$ cat src/shared/port_pkg.sv
package port_pkg;

  // Port geometry: ports 0..6 have latches, ports 7 and 8 are input only
  localparam int unsigned PORT_W      = 8;
  localparam int unsigned LATCH_PORTS = 7;
  localparam int unsigned ALL_PORTS   = 9;
  localparam logic [3:0]  FIRST_INPUT_ONLY = 4'h7;

  // Values after reset, and the drive of a bit with no alternate output
  localparam logic [7:0] LATCH_RESET = 8'hFF;
  localparam logic [7:0] PIN_IDLE    = 8'hFF;
  localparam logic [7:0] NO_ALT_OUT  = 8'hFF;

  // Machine cycle: six states of two phases each, one clock per phase
  localparam int unsigned MC_STATES     = 6;
  localparam int unsigned MC_PHASES     = 2;
  localparam int unsigned MC_CYCLES     = MC_STATES * MC_PHASES;
  localparam int unsigned CLK_PERIOD_NS = 100;
  localparam int unsigned MC_PERIOD_NS  = MC_CYCLES * CLK_PERIOD_NS;

  // Strong pull-up on a 0-to-1 latch change lasts two oscillator periods
  localparam int unsigned PULLUP_CYCLES = 2;

  // Ports whose pins are sampled in state 5 phase 2 instead of phase 1
  localparam logic [8:0] SAMPLE_P2_MASK = 9'h008;

  // Alternate-function bit positions
  localparam int unsigned P1_CLOCK_OUT_BIT = 6;
  localparam int unsigned P3_TXD_BIT    = 1;
  localparam int unsigned P3_WR_BIT     = 6;
  localparam int unsigned P3_RD_BIT     = 7;
  localparam int unsigned P6_TXD_BIT    = 2;

  // Port operations presented by the core
  localparam logic [3:0] OP_READ_PIN   = 4'h0;
  localparam logic [3:0] OP_WRITE      = 4'h1;
  localparam logic [3:0] OP_AND        = 4'h2;
  localparam logic [3:0] OP_OR         = 4'h3;
  localparam logic [3:0] OP_XOR        = 4'h4;
  localparam logic [3:0] OP_JUMP_CLEAR = 4'h5;
  localparam logic [3:0] OP_FLIP_BIT   = 4'h6;
  localparam logic [3:0] OP_INC        = 4'h7;
  localparam logic [3:0] OP_MINUS_ONE  = 4'h8;
  localparam logic [3:0] OP_LOOP_MINUS = 4'h9;
  localparam logic [3:0] OP_CARRY_BIT  = 4'hA;
  localparam logic [3:0] OP_CLEAR_BIT  = 4'hB;
  localparam logic [3:0] OP_SET_BIT    = 4'hC;

  // Machine-cycle states
  typedef enum logic [5:0] {
    ST_S1 = 6'h01,
    ST_S2 = 6'h02,
    ST_S3 = 6'h04,
    ST_S4 = 6'h08,
    ST_S5 = 6'h10,
    ST_S6 = 6'h20
  } mc_state_t;

endpackage : port_pkg

$ cat src/logic/pin_sampler.sv
`timescale 1ns/1ps

// Synchronises one port byte and samples it once per machine cycle
module pin_sampler (
  input  wire logic       clk_i,
  input  wire logic       reset_n_i,
  input  wire logic [7:0] pin_i,
  input  wire logic       sample_i,
  output logic      [7:0] level_o,
  output logic      [7:0] edge_o
);

  logic [7:0] sync1_q;
  logic [7:0] sync2_q;

  // Two flops before anything looks at the pin
  always_ff @(posedge clk_i) begin
    if (!reset_n_i) begin
      sync1_q <= port_pkg::PIN_IDLE;
      sync2_q <= port_pkg::PIN_IDLE;
    end else begin
      sync1_q <= pin_i;
      sync2_q <= sync1_q;
    end
  end

  // Edge is a one-clock pulse where the new sample differs from the last
  always_ff @(posedge clk_i) begin
    if (!reset_n_i) begin
      level_o <= port_pkg::PIN_IDLE;
      edge_o  <= 8'h00;
    end else if (sample_i) begin
      level_o <= sync2_q;
      edge_o  <= sync2_q ^ level_o;
    end else begin
      edge_o  <= 8'h00;
    end
  end
endmodule : pin_sampler

$ cat src/logic/port_latch_pin_access.sv
`timescale 1ns/1ps

// Functional notes
// - Latch-altering instruction loads the latch in state six phase two of its last cycle.
// - Output buffer takes latch value only in phase one, holds through phase two.
// - A written value first shows at the pin in state one phase one next cycle.
// - Pin reads sample in state five, phase one or two per port.
// - Edge inputs sampled once per machine cycle; edge when sample differs from last.
// - Read-modify-write on a port takes the latch, then writes the result back.
// - Read-modify-write set: and, or, xor, jump-clear, complement, increment, decrement, loop, bit ops.
// - Every other port read returns the pin levels, not the latch.
// - Single-bit operations read all eight latch bits and change only the addressed one.
// - Latch view and pin view of ports 0 to 6 share one port address.
// - Ports 7 and 8 are input only; port 0 floats as an input.
// - Port 1 bits 0 to 4 carry interrupt and capture/compare channels.
// - Port 1 bits 5 to 7 carry reload trigger, clock output, count input.
// - Port 3 carries serial 0, interrupts 0 and 1, timer inputs, memory strobes.
// - Port 4 drives compare unit outputs; port 5 drives concurrent compare outputs.
// - Port 6 bits 0 to 2: conversion start, serial 1 receive and transmit.
// - Each bit is a D latch with separate latch-read and pin-read paths.
// - Alternate functions pass only while the latch holds one; zero forces low.
// - Reset loads every port latch with ones.
// - Ports 1 to 6: a 0-to-1 latch change drives strong high in state one.
module port_latch_pin_access (
  input  wire logic            clk_i,
  input  wire logic            reset_n_i,
  // Core side
  input  wire logic            cpu_req_i,
  input  wire logic [3:0]      cpu_op_i,
  input  wire logic [3:0]      cpu_port_i,
  input  wire logic [2:0]      cpu_bit_i,
  input  wire logic [7:0]      cpu_operand_i,
  input  wire logic            cpu_carry_i,
  output logic      [7:0]      cpu_rdata_o,
  output logic      [5:0]      mc_state_o,
  output logic                 mc_phase2_o,
  // Pins
  input  wire logic [8:0][7:0] port_pin_i,
  output logic      [6:0][7:0] port_pin_o,
  output logic      [6:0][7:0] port_pin_oe_o,
  // Alternate outputs from peripherals
  input  wire logic            system_clock_output_i,
  input  wire logic            serial_zero_transmit_i,
  input  wire logic            ext_write_strobe_i,
  input  wire logic            ext_read_strobe_i,
  input  wire logic [7:0]      compare_unit_outputs_i,
  input  wire logic [7:0]      concurrent_compare_out_i,
  input  wire logic            serial_one_transmit_i,
  // Alternate inputs to peripherals
  output logic                 irq3_capcomp0_pin_o,
  output logic                 irq4_capcomp1_pin_o,
  output logic                 irq5_capcomp2_pin_o,
  output logic                 irq6_capcomp3_pin_o,
  output logic                 irq2_capcomp4_pin_o,
  output logic                 timer_two_reload_trigger_o,
  output logic                 timer_two_count_in_o,
  output logic                 timer_two_count_edge_o,
  output logic                 serial_zero_receive_o,
  output logic                 ext_irq_zero_o,
  output logic                 ext_irq_one_o,
  output logic                 timer_zero_count_in_o,
  output logic                 timer_zero_count_edge_o,
  output logic                 timer_one_count_in_o,
  output logic                 timer_one_count_edge_o,
  output logic                 conversion_start_in_o,
  output logic                 serial_one_receive_o
);

  port_pkg::mc_state_t state_q;
  port_pkg::mc_state_t state_d;
  logic                phase_q;
  logic [6:0][7:0]     latch_q;
  logic [6:0][7:0]     rise_q;
  logic [6:0][7:0]     alt_drv;
  logic [8:0][7:0]     samp;
  logic [8:0][7:0]     edg;
  logic [8:0]          sample_now;
  logic                load_now;
  logic                enter_p1;
  logic                enter_s2;
  logic                latch_port;
  logic                do_write;
  logic [7:0]          latch_sel;
  logic [7:0]          pin_sel;
  logic [7:0]          new_byte;
  logic [7:0]          bit_mask;

  // Operation decode
  function automatic logic op_is_rmw(input logic [3:0] op);
    op_is_rmw = (op >= port_pkg::OP_AND) && (op <= port_pkg::OP_SET_BIT);
  endfunction : op_is_rmw

  function automatic logic [7:0] bit_sel(input logic [2:0] b);
    bit_sel = 8'h01 << b;
  endfunction : bit_sel

  // New latch byte; bit operations keep the seven other bits as read
  function automatic logic [7:0] rmw_result(input logic [3:0] op, input logic [7:0] cur,
                                            input logic [7:0] opd, input logic [2:0] b,
                                            input logic carry);
    logic [7:0] m;
    m = bit_sel(b);
    case (op)
      port_pkg::OP_WRITE:      rmw_result = opd;
      port_pkg::OP_AND:        rmw_result = cur & opd;
      port_pkg::OP_OR:         rmw_result = cur | opd;
      port_pkg::OP_XOR:        rmw_result = cur ^ opd;
      port_pkg::OP_JUMP_CLEAR: rmw_result = cur & ~m;
      port_pkg::OP_FLIP_BIT:   rmw_result = cur ^ m;
      port_pkg::OP_INC:        rmw_result = cur + 8'h01;
      port_pkg::OP_MINUS_ONE:  rmw_result = cur - 8'h01;
      port_pkg::OP_LOOP_MINUS: rmw_result = cur - 8'h01;
      port_pkg::OP_CARRY_BIT:  rmw_result = carry ? (cur | m) : (cur & ~m);
      port_pkg::OP_CLEAR_BIT:  rmw_result = cur & ~m;
      port_pkg::OP_SET_BIT:    rmw_result = cur | m;
      default:                 rmw_result = cur;
    endcase
  endfunction : rmw_result

  // Sequencer steps the state after each phase 2
  always_comb begin
    unique case (state_q)
      port_pkg::ST_S1: state_d = port_pkg::ST_S2;
      port_pkg::ST_S2: state_d = port_pkg::ST_S3;
      port_pkg::ST_S3: state_d = port_pkg::ST_S4;
      port_pkg::ST_S4: state_d = port_pkg::ST_S5;
      port_pkg::ST_S5: state_d = port_pkg::ST_S6;
      port_pkg::ST_S6: state_d = port_pkg::ST_S1;
      default:         state_d = port_pkg::ST_S1;
    endcase
  end

  always_ff @(posedge clk_i) begin
    if (!reset_n_i) begin
      state_q <= port_pkg::ST_S1;
      phase_q <= 1'b0;
    end else begin
      phase_q <= ~phase_q;
      if (phase_q) begin
        state_q <= state_d;
      end
    end
  end

  assign mc_state_o  = state_q;
  assign mc_phase2_o = phase_q;

  // Timing strobes: each names the edge that ends the current phase
  assign enter_p1 = phase_q;
  assign load_now = (state_q == port_pkg::ST_S6) && !phase_q;
  assign enter_s2 = (state_q == port_pkg::ST_S1) && phase_q;

  // Pins are sampled in state 5, at the end of phase 1 or phase 2 as chosen per port
  genvar gp;
  generate
    for (gp = 0; gp < port_pkg::ALL_PORTS; gp++) begin : g_samp
      assign sample_now[gp] = (state_q == port_pkg::ST_S5) &&
                              (phase_q == port_pkg::SAMPLE_P2_MASK[gp]);
      pin_sampler i_pin_sampler (
        .clk_i     (clk_i),
        .reset_n_i (reset_n_i),
        .pin_i     (port_pin_i[gp]),
        .sample_i  (sample_now[gp]),
        .level_o   (samp[gp]),
        .edge_o    (edg[gp])
      );
    end
  endgenerate

  // One port address serves both views; the operation picks the view
  assign latch_port = cpu_port_i < port_pkg::FIRST_INPUT_ONLY;
  assign latch_sel  = latch_port ? latch_q[cpu_port_i[2:0]] : port_pkg::LATCH_RESET;
  assign pin_sel    = (cpu_port_i < 4'(port_pkg::ALL_PORTS)) ? samp[cpu_port_i] : 8'h00;
  assign bit_mask   = bit_sel(cpu_bit_i);
  assign new_byte   = rmw_result(cpu_op_i, latch_sel, cpu_operand_i, cpu_bit_i, cpu_carry_i);
  assign do_write   = cpu_req_i && latch_port &&
                      (op_is_rmw(cpu_op_i) || (cpu_op_i == port_pkg::OP_WRITE));

  // Latch read for modify operations on ports 0 to 6, pin read for everything else
  always_ff @(posedge clk_i) begin
    if (!reset_n_i) begin
      cpu_rdata_o <= 8'h00;
    end else if (cpu_req_i) begin
      cpu_rdata_o <= op_is_rmw(cpu_op_i) && latch_port ? latch_sel : pin_sel;
    end
  end

  // Latch loads and 0-to-1 tracking; the pull-up marks die at the start of S2
  always_ff @(posedge clk_i) begin
    if (!reset_n_i) begin
      latch_q <= {port_pkg::LATCH_PORTS{port_pkg::LATCH_RESET}};
      rise_q  <= '0;
    end else begin
      if (enter_s2) begin
        rise_q <= '0;
      end
      if (load_now && do_write) begin
        latch_q[cpu_port_i[2:0]] <= new_byte;
        rise_q[cpu_port_i[2:0]]  <= new_byte & ~latch_sel;
      end
    end
  end

  // Peripheral drive per pin; bits with no alternate output idle high
  assign alt_drv[0] = port_pkg::NO_ALT_OUT;
  assign alt_drv[1] = {1'b1, system_clock_output_i, 6'h3F};
  assign alt_drv[2] = port_pkg::NO_ALT_OUT;
  assign alt_drv[3] = {ext_read_strobe_i, ext_write_strobe_i, 4'hF,
                       serial_zero_transmit_i, 1'b1};
  assign alt_drv[4] = compare_unit_outputs_i;
  assign alt_drv[5] = concurrent_compare_out_i;
  assign alt_drv[6] = {5'h1F, serial_one_transmit_i, 2'h3};

  // Output buffers capture on entry to phase 1 only, so state six phase two loads show at state one phase one.
  // A latch zero wins over the peripheral and pulls the pin low.
  always_ff @(posedge clk_i) begin
    if (!reset_n_i) begin
      port_pin_o    <= '0;
      port_pin_oe_o <= '0;
    end else if (enter_p1) begin
      port_pin_o[0]    <= 8'h00;
      port_pin_oe_o[0] <= ~latch_q[0];
      for (int i = 1; i < port_pkg::LATCH_PORTS; i++) begin
        port_pin_o[i]    <= latch_q[i] & alt_drv[i];
        port_pin_oe_o[i] <= ~(latch_q[i] & alt_drv[i]) |
                            ((state_d == port_pkg::ST_S1) ? rise_q[i] : 8'h00);
      end
    end
  end

  // Peripheral inputs pass only while the latch holds one
  always_ff @(posedge clk_i) begin
    if (!reset_n_i) begin
      irq3_capcomp0_pin_o        <= 1'b1;
      irq4_capcomp1_pin_o        <= 1'b1;
      irq5_capcomp2_pin_o        <= 1'b1;
      irq6_capcomp3_pin_o        <= 1'b1;
      irq2_capcomp4_pin_o        <= 1'b1;
      timer_two_reload_trigger_o <= 1'b1;
      timer_two_count_in_o       <= 1'b1;
      timer_two_count_edge_o     <= 1'b0;
      serial_zero_receive_o      <= 1'b1;
      ext_irq_zero_o             <= 1'b1;
      ext_irq_one_o              <= 1'b1;
      timer_zero_count_in_o      <= 1'b1;
      timer_zero_count_edge_o    <= 1'b0;
      timer_one_count_in_o       <= 1'b1;
      timer_one_count_edge_o     <= 1'b0;
      conversion_start_in_o      <= 1'b1;
      serial_one_receive_o       <= 1'b1;
    end else begin
      irq3_capcomp0_pin_o        <= samp[1][0] & latch_q[1][0];
      irq4_capcomp1_pin_o        <= samp[1][1] & latch_q[1][1];
      irq5_capcomp2_pin_o        <= samp[1][2] & latch_q[1][2];
      irq6_capcomp3_pin_o        <= samp[1][3] & latch_q[1][3];
      irq2_capcomp4_pin_o        <= samp[1][4] & latch_q[1][4];
      timer_two_reload_trigger_o <= samp[1][5] & latch_q[1][5];
      timer_two_count_in_o       <= samp[1][7] & latch_q[1][7];
      timer_two_count_edge_o     <= edg[1][7] & latch_q[1][7];
      serial_zero_receive_o      <= samp[3][0] & latch_q[3][0];
      ext_irq_zero_o             <= samp[3][2] & latch_q[3][2];
      ext_irq_one_o              <= samp[3][3] & latch_q[3][3];
      timer_zero_count_in_o      <= samp[3][4] & latch_q[3][4];
      timer_zero_count_edge_o    <= edg[3][4] & latch_q[3][4];
      timer_one_count_in_o       <= samp[3][5] & latch_q[3][5];
      timer_one_count_edge_o     <= edg[3][5] & latch_q[3][5];
      conversion_start_in_o      <= samp[6][0] & latch_q[6][0];
      serial_one_receive_o       <= samp[6][1] & latch_q[6][1];
    end
  end
endmodule : port_latch_pin_access

$ cat config.mk
export PLATFORM = sky130hd
export DESIGN_NAME = port_latch_pin_access
export DESIGN_NICKNAME = d
export VERILOG_FILES = /design/src/shared/port_pkg.sv /design/src/logic/pin_sampler.sv /design/src/logic/port_latch_pin_access.sv
export SDC_FILE = /design/constraint.sdc
export NUM_CORES = 1
export LEC_CHECK = 0
export BUFFER_PORTS_ARGS = -buffer_cell sky130_fd_sc_hd__buf_2
export CORE_MARGIN = 4
export CORE_UTILIZATION = 57
export CTS_CLUSTER_DIAMETER = 200
export CTS_CLUSTER_SIZE = 14
export DETAILED_ROUTE_END_ITERATION = 10
export PLACE_DENSITY = 0.8
export SLEW_MARGIN = 15
export SYNTH_ARGS = -nofsm -noshare
export SYNTH_HDL_FRONTEND = slang
export SYNTH_SLANG_ARGS = --single-unit
$ cat constraint.sdc
create_clock -name clk_i -period 4.2 [get_ports clk_i]
set_clock_uncertainty 0.2 [all_clocks]
set_input_delay 0.63 -clock clk_i [delete_from_list [all_inputs] [get_ports clk_i]]
set_output_delay 0.63 -clock clk_i [all_outputs]
set_load 0.02 [all_outputs]
==> results by group, run 1 <==
Outcome
  – Run status: finished, final reports clean

Power
  – Internal Power: 6.463 mW
  – Gate power share: 0.113
  – Clock power frac: 0.360
  – Leakage: 8.888 nW
  – PwrDens: 422.2 nW/um^2
  – Design Power: approximately 8.6 mW
  – VDD IR max: 0.0004064 V
  – Switch share: 0.2525
  – Sequential Power Share: 0.526
  – Switching pwr: 2.183 mW

Clock tree
  – CTS buffer count: 38
  – CTS H-tree lvls: 2
  – Resized Gates After CTS: 0
  – Postcts setup bufs: 0
  – Clock Path Buffers: 3
  – CTS tree: built
  – Later-pin clock latency in the skew report: 0.54 ns
  – TritonCTS Sinks: 459
  – Clock transition at path regs: about 0.070 ns
  – CTS Root Buffer Type: clkbuf_16
  – Hold Buf Count CTS: 0

Setup path
  – Beginning of the critical path: cpu_port_i[2]
  – Crit path DAT: between 3 and 4 ns
  – FF-to-FF Start: latch_q[34]
  – Worst Path Max Fanout: 16
  – Worst r2r path cells: 12
  – Max incr delay on CP: 0.43 ns
  – Worst path slowest cell: nor2_1
  – Cell Chain, Critical Path: buf_2 -> buf_4 -> mux2_2 -> a221oi_1 -> nand2_1 -> ha_1 -> nor3b_1 -> o22ai_1 -> nand4_1 -> a21oi_1 -> nand3_1 -> nor2_1 -> o311ai_0
  – Delay-heaviest family, CP: simple AND/OR/NAND/NOR gates
  – Critical Path RT: around 4.3 ns
  – Worst r2r dst: rise_q[14]
  – Crit path launch type: input pin
  – Worst Setup End Kind: register
  – Critical path type: input pin to register
  – WP buf/inv: 2
  – Worst R2R Setup Slack: 0.62 ns

Floorplan
  – Number of top-level pins: 260
  – Die ar.: 33940 sq um
  – FP Rows: 64
  – Core area: 30590 sq um
  – Chip Width: 184.2 um
  – Initial Util: 0.5788
  – Die H: 184.2 um

Timing
  – Hold Slack: 0.07098 ns
  – Slew headroom: 0.2150
  – Final setup viols: 0
  – Measured slew at the worst slew-check pin: about 1.2 ns
  – RSZ-0062 raised after global routing: false
  – Fmax: about 280 MHz
  – Count of pins over their slew limit: 0
  – Sum Neg Setup Slack: 0 ns
  – Ratio of final minimum period to clock period: 0.8576
  – Period minus WS final: around 3.6 ns
  – Hold Fails Final Rpt: 0

Synthesis
  – Post-synthesis cell type count: 87
  – Dominant synthesized flop cell: dfxtp_1
  – Synth warnings: 0
  – Sequential fraction of the synthesis area: 0.5190
  – Syn Area/Cell: around 9 sq um
  – Syn Std Cell Area: 17700 sq um
  – Fraction of registers with async set or reset after synthesis: 0
  – Synth Register Bits: 459
  – Post-synth EDFFs: 0
  – Syn Inst Count: 1984

Hold path
  – Hold path depth: 2
  – Hold_sp: port_pin_i[38]
  – Hold EP: g_samp[4].i_pin_sampler.sync1_q[6]
  – Hold Path Class: input pin to register

Drt
  – Via/cell ratio: 5.870
  – DR vias: ~15000
  – WL final: around 53000 um
  – Routed wire per std cell: approximately 20 um
  – Initial drt markers: roughly 1500
  – Antenna-violating nets left: 0
  – First-pass DRT Iterations: 5
  – DRC violation count after routing: 0

Job
  – Max-cap viol count: 0

Placement
  – IO Port Bufs: 251
  – HPWL reported at the end of detailed placement: 38090 um
  – Post-DP Area: 19480 sq um
  – Gpl congestion: 0.9326

GRT
  – First-pass GRT wire length: 81860 um
  – Vias in the first global route: 14660
  – GRT Util Overall: 0.3042
  – Remaining global-route overflow: 0
  – Largest net degree at the start of global routing: 156
  – Initial antenna violation count: 0

Final layout
  – Fillers: about 2600
  – Fin util: 0.6695
  – Seq. cell area: 9193 sq um
  – Area of the multi-input gates: 7853 sq um
  – ANT cells: 0
  – Area growth, synth to finish: 15.68%
  – Post-layout instance area: about 20000 sq um
  – Layout cells sized above 1: 0.1915
  – Nets@finish: 2325
-- cell families (layout without fill, tap and decap cells) --
family	after synthesis	after routing	share of synthesized area
simple gates	831	831	0.2271
flops	459	459	0.5190
compound gates	437	437	0.1610
buf+inv	170	383	0.03965
mux	72	72	0.04417
fa+ha+maj	7	7	0.005371
xor+xnor	7	7	0.003463
other cells	1	8	0.0002118
-- power groups by stage --
stage          combinational, mW  clock (mW)  sequential [mW]
2_1_floorplan              0.533           0             4.73
3_3_place_gp               0.957           0             4.64
3_5_place_dp               0.968           0             4.65
4_1_cts                    0.973        3.14             4.55
5_1_grt                     1.06        3.31             4.56
6_report                   0.979        3.12             4.55
-- Yosys cell counts (all sizes together), types with 11 or more instances --
cell type / number / area, sq um
buf: 37 / 202.7
nor2: 121 / 456.7
o31ai: 21 / 162.6
o21a: 20 / 150.1
clkbuf: 117 / 439.2
mux2i: 41 / 410.4
nor2b: 23 / 143.9
o21ai: 113 / 565.5
nor3: 16 / 80.08
and3: 20 / 125.1
a22oi: 13 / 97.59
nand3b: 11 / 82.58
and2: 12 / 75.08
mux2: 29 / 326.6
inv: 16 / 60.05
a221oi: 17 / 172.7
a31oi: 28 / 175.2
o211ai: 43 / 322.8
nand2: 300 / 1126
nand2b: 151 / 944.7
dfxtp: 459 / 9189
nand3: 144 / 720.7
a21oi: 116 / 591.8
-- registers in the layout (all words and copies together) (netlist names), 3 cells and up --
name,count
cpu_rdata_o,8
g_samp.i_pin_sampler.sync1_q,72
mc_state_o,6
g_samp.i_pin_sampler.sync2_q,72
rise_q,48
latch_q,56
port_pin_oe_o,56
g_samp.i_pin_sampler.edge_o,3
port_pin_o,48
g_samp.i_pin_sampler.level_o,72
-- worst max path at each step --
stage | endpoint | depth (start not counted) | slack, ns
finish | latch_q[54] | 13 | 0.60
global route | latch_q[6] | 13 | 0.24
CTS | latch_q[18] | 14 | 0.62
detailed placement | latch_q[18] | 14 | 0.09
global placement | latch_q[18] | 14 | 0.14
floorplan | rise_q[12] | 15 | 0.37
-- area by class of cell --
cell class                 instances  share of cell area
clock buffer                      39             0.04661
sequential                       459              0.4488
inverter                          16            0.002932
timing repair buffer             325             0.09200
clock inverter                     3            0.002016
tap                              396             0.02419
multi-input combinational       1362              0.3834
-- placed cells by master, fill, tap and decap left out, types with 7 or more instances in the layout --
master     netlist  routed
a21oi_1        115     115
a221oi_1        15      15
a22oi_1         13      13
a31oi_1         28      28
and2_1          11      11
and3_1          20      20
buf_2           18     250
buf_4            9      69
clkbuf_16        0      38
conb_1           1       8
dfxtp_1        459     458
inv_1           15      14
mux2_2          28      28
mux2i_1         41      41
nand2_1        300     300
nand2b_1       151     151
nand3_1        144     143
nand3b_1        11      11
nor2_1         120     119
nor2b_1         23      23
nor3_1          16      16
o211ai_1        43      43
o21a_1          20      20
o21ai_0        106     106
o21ai_1          7       7
o22ai_1          8       8
o31ai_1         20      20
-- metrics by stage --
| step | setup WS [ns] | std cells |
|---|---|---|
| after CTS | 0.6243 | 2600 |
| final | 0.5981 | 2600 |
| after detailed placement | 0.09147 | 2558 |
| after floorplan | 0.3699 | 1991 |
| after global placement | 0.1416 | 2558 |
| after global routing | 0.2366 | 2600 |
-- routing by layer --
metal  track usage  routed length [um]
met1        0.3897               21660
met2        0.5230               25630
met3       0.03987                3626
met4        0.1204                2212
met5             0                   0
No activity file was read; power rests on OpenSTA's default activity.
==> run 2, diff against run 1 <==
--- a/config.mk
+++ b/config.mk
@@ -8,10 +8,10 @@
 export BUFFER_PORTS_ARGS = -buffer_cell sky130_fd_sc_hd__buf_2
 export CORE_MARGIN = 4
 export CORE_UTILIZATION = 57
-export CTS_CLUSTER_DIAMETER = 200
+export CTS_CLUSTER_DIAMETER = 50
 export CTS_CLUSTER_SIZE = 14
 export DETAILED_ROUTE_END_ITERATION = 10
-export PLACE_DENSITY = 0.8
+export PLACE_DENSITY = 0.89
 export SLEW_MARGIN = 15
 export SYNTH_ARGS = -nofsm -noshare
 export SYNTH_HDL_FRONTEND = slang
==> results by group, run 2 (synthesis gave the netlist of run 1 again) <==
GRT
  – GRT met1 Usage: 0.3809 (-0.008873)
  – GRT Util Overall: 0.3004 (-0.003774)
  – Vias in the first global route: 15010 (+2.4%)
  – GR met2 Demand/Resource: 0.5097 (-0.01334)
  – Met3 usage: 0.04737 (+0.007500)
  – Remaining global-route overflow: 0 (unchanged)
  – First-pass GRT wire length: 81680 um (-0.22%)
  – Most Crowded Layer GR: met2
  – Initial antenna violation count: 3 (+3)
  – Largest net degree at the start of global routing: 189 (+21%)

Final layout
  – Area of the multi-input gates: 7853 sq um (unchanged)
  – Largest registers: g_samp.i_pin_sampler.level_o x72, g_samp.i_pin_sampler.sync1_q x72, g_samp.i_pin_sampler.sync2_q x72
  – Fillers: 2357 (-7.9%)
  – Nets@finish: 2331 (+0.26%)
  – Post-layout instance area: 20860 sq um (+1.9%)
  – Area growth, synth to finish: 17.84%
  – Layout cells sized above 1: 0.1983 (+0.006821)
  – Seq. cell area: 9193 sq um (unchanged)
  – Commonest non-fill, non-tap cell in the layout: dfxtp_1
  – Fin util: 0.6820 (+0.01248)
  – Highest-count cells in the layout ignoring fill and taps: 458 x dfxtp_1, 300 x nand2_1, 250 x buf_2, 151 x nand2b_1, 143 x nand3_1

Timing
  – Measured slew at the worst slew-check pin: 0.8726 ns (-0.3049 ns)
  – Count of pins over their slew limit: 0 (unchanged)
  – Final setup viols: 0 (unchanged)
  – Ratio of final minimum period to clock period: 0.8613 (+0.003749)
  – Slew headroom: 0.4183 (+0.2032)
  – Period minus WS final: 3.618 ns (+0.01574 ns)
  – PnR worst setup slack: 0.5824 ns (-0.01574 ns)
  – Fmax: 276.4 MHz (-0.44%)
  – RSZ-0062 raised after global routing: false
  – Hold Fails Final Rpt: 0 (unchanged)
  – Sum Neg Setup Slack: 0 ns (unchanged)

Setup path
  – Cell Chain, Critical Path: buf_2 -> nor3_1 -> a21oi_1 -> o211ai_1 -> inv_1 -> fa_1 -> nor2b_1 -> o21a_1 -> o21a_1 -> or4_1 -> nand2_1 -> o32ai_2 -> o311ai_0
  – Critical path type: input pin to register
  – Worst R2R Setup Slack: 0.64 ns (+0.02 ns)
  – Worst Path Max Fanout: 13 (-3)
  – FF-to-FF Start: latch_q[49]
  – Critical Path RT: 4.36 ns (+0.02 ns)
  – Worst r2r dst: latch_q[6]
  – Crit path DAT: 3.78 ns (+0.03 ns)
  – Worst path slowest cell: nor3_1
  – Crit path launch type: input pin
  – Worst Setup End Kind: register
  – Critical path's most frequent cell: o21a_1
  – Max incr delay on CP: 0.63 ns (+0.20 ns)
  – Worst r2r path cells: 12 (unchanged)

Outcome
  – Run status: finished, final reports clean

Clock tree
  – CTS buffer count: 45 (+18%)
  – TritonCTS Sinks: 459 (unchanged)
  – Hold Buf Count CTS: 0 (unchanged)
  – CTS H-tree lvls: 2 (unchanged)
  – Clock transition at path regs: 0.06 ns (about the same)
  – Resized Gates After CTS: 0 (unchanged)
  – CTS Root Buffer Type: clkbuf_16
  – CTS tree: built
  – Clock Path Buffers: 3 (unchanged)
  – Later-pin clock latency in the skew report: 0.55 ns (about the same)
  – Postcts setup bufs: 0 (unchanged)

Placement
  – Post-DP Area: 19470 sq um (about the same)
  – Gpl congestion: 0.9626 (+3.2%)
  – IO Port Bufs: 251 (unchanged)
  – HPWL reported at the end of detailed placement: 37150 um (-2.5%)
  – DP Worst Slack: 0.1480 ns (+0.05655 ns)

Drt
  – Antenna-violating nets left: 0 (unchanged)
  – DR vias: 15590 (+2.1%)
  – Routed wire per std cell: 20.15 um (-1.4%)
  – WL final: 52840 um (-0.55%)
  – First-pass DRT Iterations: 6 (+1)
  – DRC violation count after routing: 0 (unchanged)
  – Initial drt markers: 1800 (+19%)
  – Via/cell ratio: 5.946 (+1.3%)

Floorplan
  – Die ar.: 33940 sq um (unchanged)
  – Chip Width: 184.2 um (unchanged)
  – Core area: 30590 sq um (unchanged)
  – FP Rows: 64 (unchanged)
  – Number of top-level pins: 260 (unchanged)
  – Die H: 184.2 um (unchanged)
  – Initial Util: 0.5788 (unchanged)

Hold path
  – Hold_sp: port_pin_i[38]
  – Hold Path Class: input pin to register
  – Hold EP: g_samp[4].i_pin_sampler.sync1_q[6]
  – Hold path depth: 2 (unchanged)

Power
  – PwrDens: 447.2 nW/um^2 (+5.9%)
  – VDD IR max: 0.0003658 V (-10%)
  – Leakage: 9.067 nW (+2.0%)

Job
  – Max-cap viol count: 0 (unchanged)
## run 2: cell types whose count changed in the layout (fill, tap and decap cells not counted), moves of 2 or more
cell,delta
diode_2,+2
clkbuf_16,+8
inv_6,+3
clkinv_8,+4
buf_4,-2
## run 2: worst max path at each step
stage                  startpoint     endpoint  slack (ns)  depth (start not counted)
finish              cpu_port_i[0]   latch_q[6]        0.58                         13
global route        cpu_port_i[0]   latch_q[6]        0.35                         13
CTS                 cpu_port_i[0]   latch_q[6]        0.69                         13
detailed placement  cpu_port_i[0]   latch_q[6]        0.15                         13
global placement    cpu_port_i[0]  latch_q[54]        0.16                         13
floorplan           cpu_port_i[1]   rise_q[12]        0.37                         15
## run 2: final cells by class
cell class	instances	share of cell area
sequential	459	0.4406
multi-input combinational	1362	0.3764
timing repair buffer	324	0.09032
clock buffer	49	0.05620
tap	396	0.02375
clock inverter	14	0.009596
inverter	16	0.002879
antenna	2	0.0002399
## run 2: power breakdown
| group | total, mW | switching (mW) | internal, mW | leakage (nW) |
|---|---|---|---|---|
| Clock | 3.79 | 1.69 | 2.09 | 0.664 |
| Sequential | 4.56 | 0.0715 | 4.49 | 3.76 |
| Combinational | 0.979 | 0.623 | 0.356 | 4.64 |
## run 2: critical path, delay by kind of cell
kind	cells	cell delay, ns
fa+ha+maj	1	0.44
compound gates	6	1.40
simple gates	4	1.00
buf+inv	2	0.30
## run 2: stage by stage
step / std cells / hold slack, ns / total power, mW
finish: 2622 / 0.05517 / 9.330
global placement: 2556 / 0.1930 / 5.601
CTS: 2619 / 0.04753 / 9.348
global route: 2621 / 0.04688 / 9.616
floorplan: 1991 / 0.1863 / 5.259
detailed placement: 2556 / 0.1916 / 5.618
## run 2: routing by layer
metal,vias to the layer above,share of wire,wire [um]
met1,7340,0.39,20500
li1,7295,-,-
met5,-,0,0
met2,800,0.48,25450
met3,156,0.085,4474
met4,0,0.046,2412
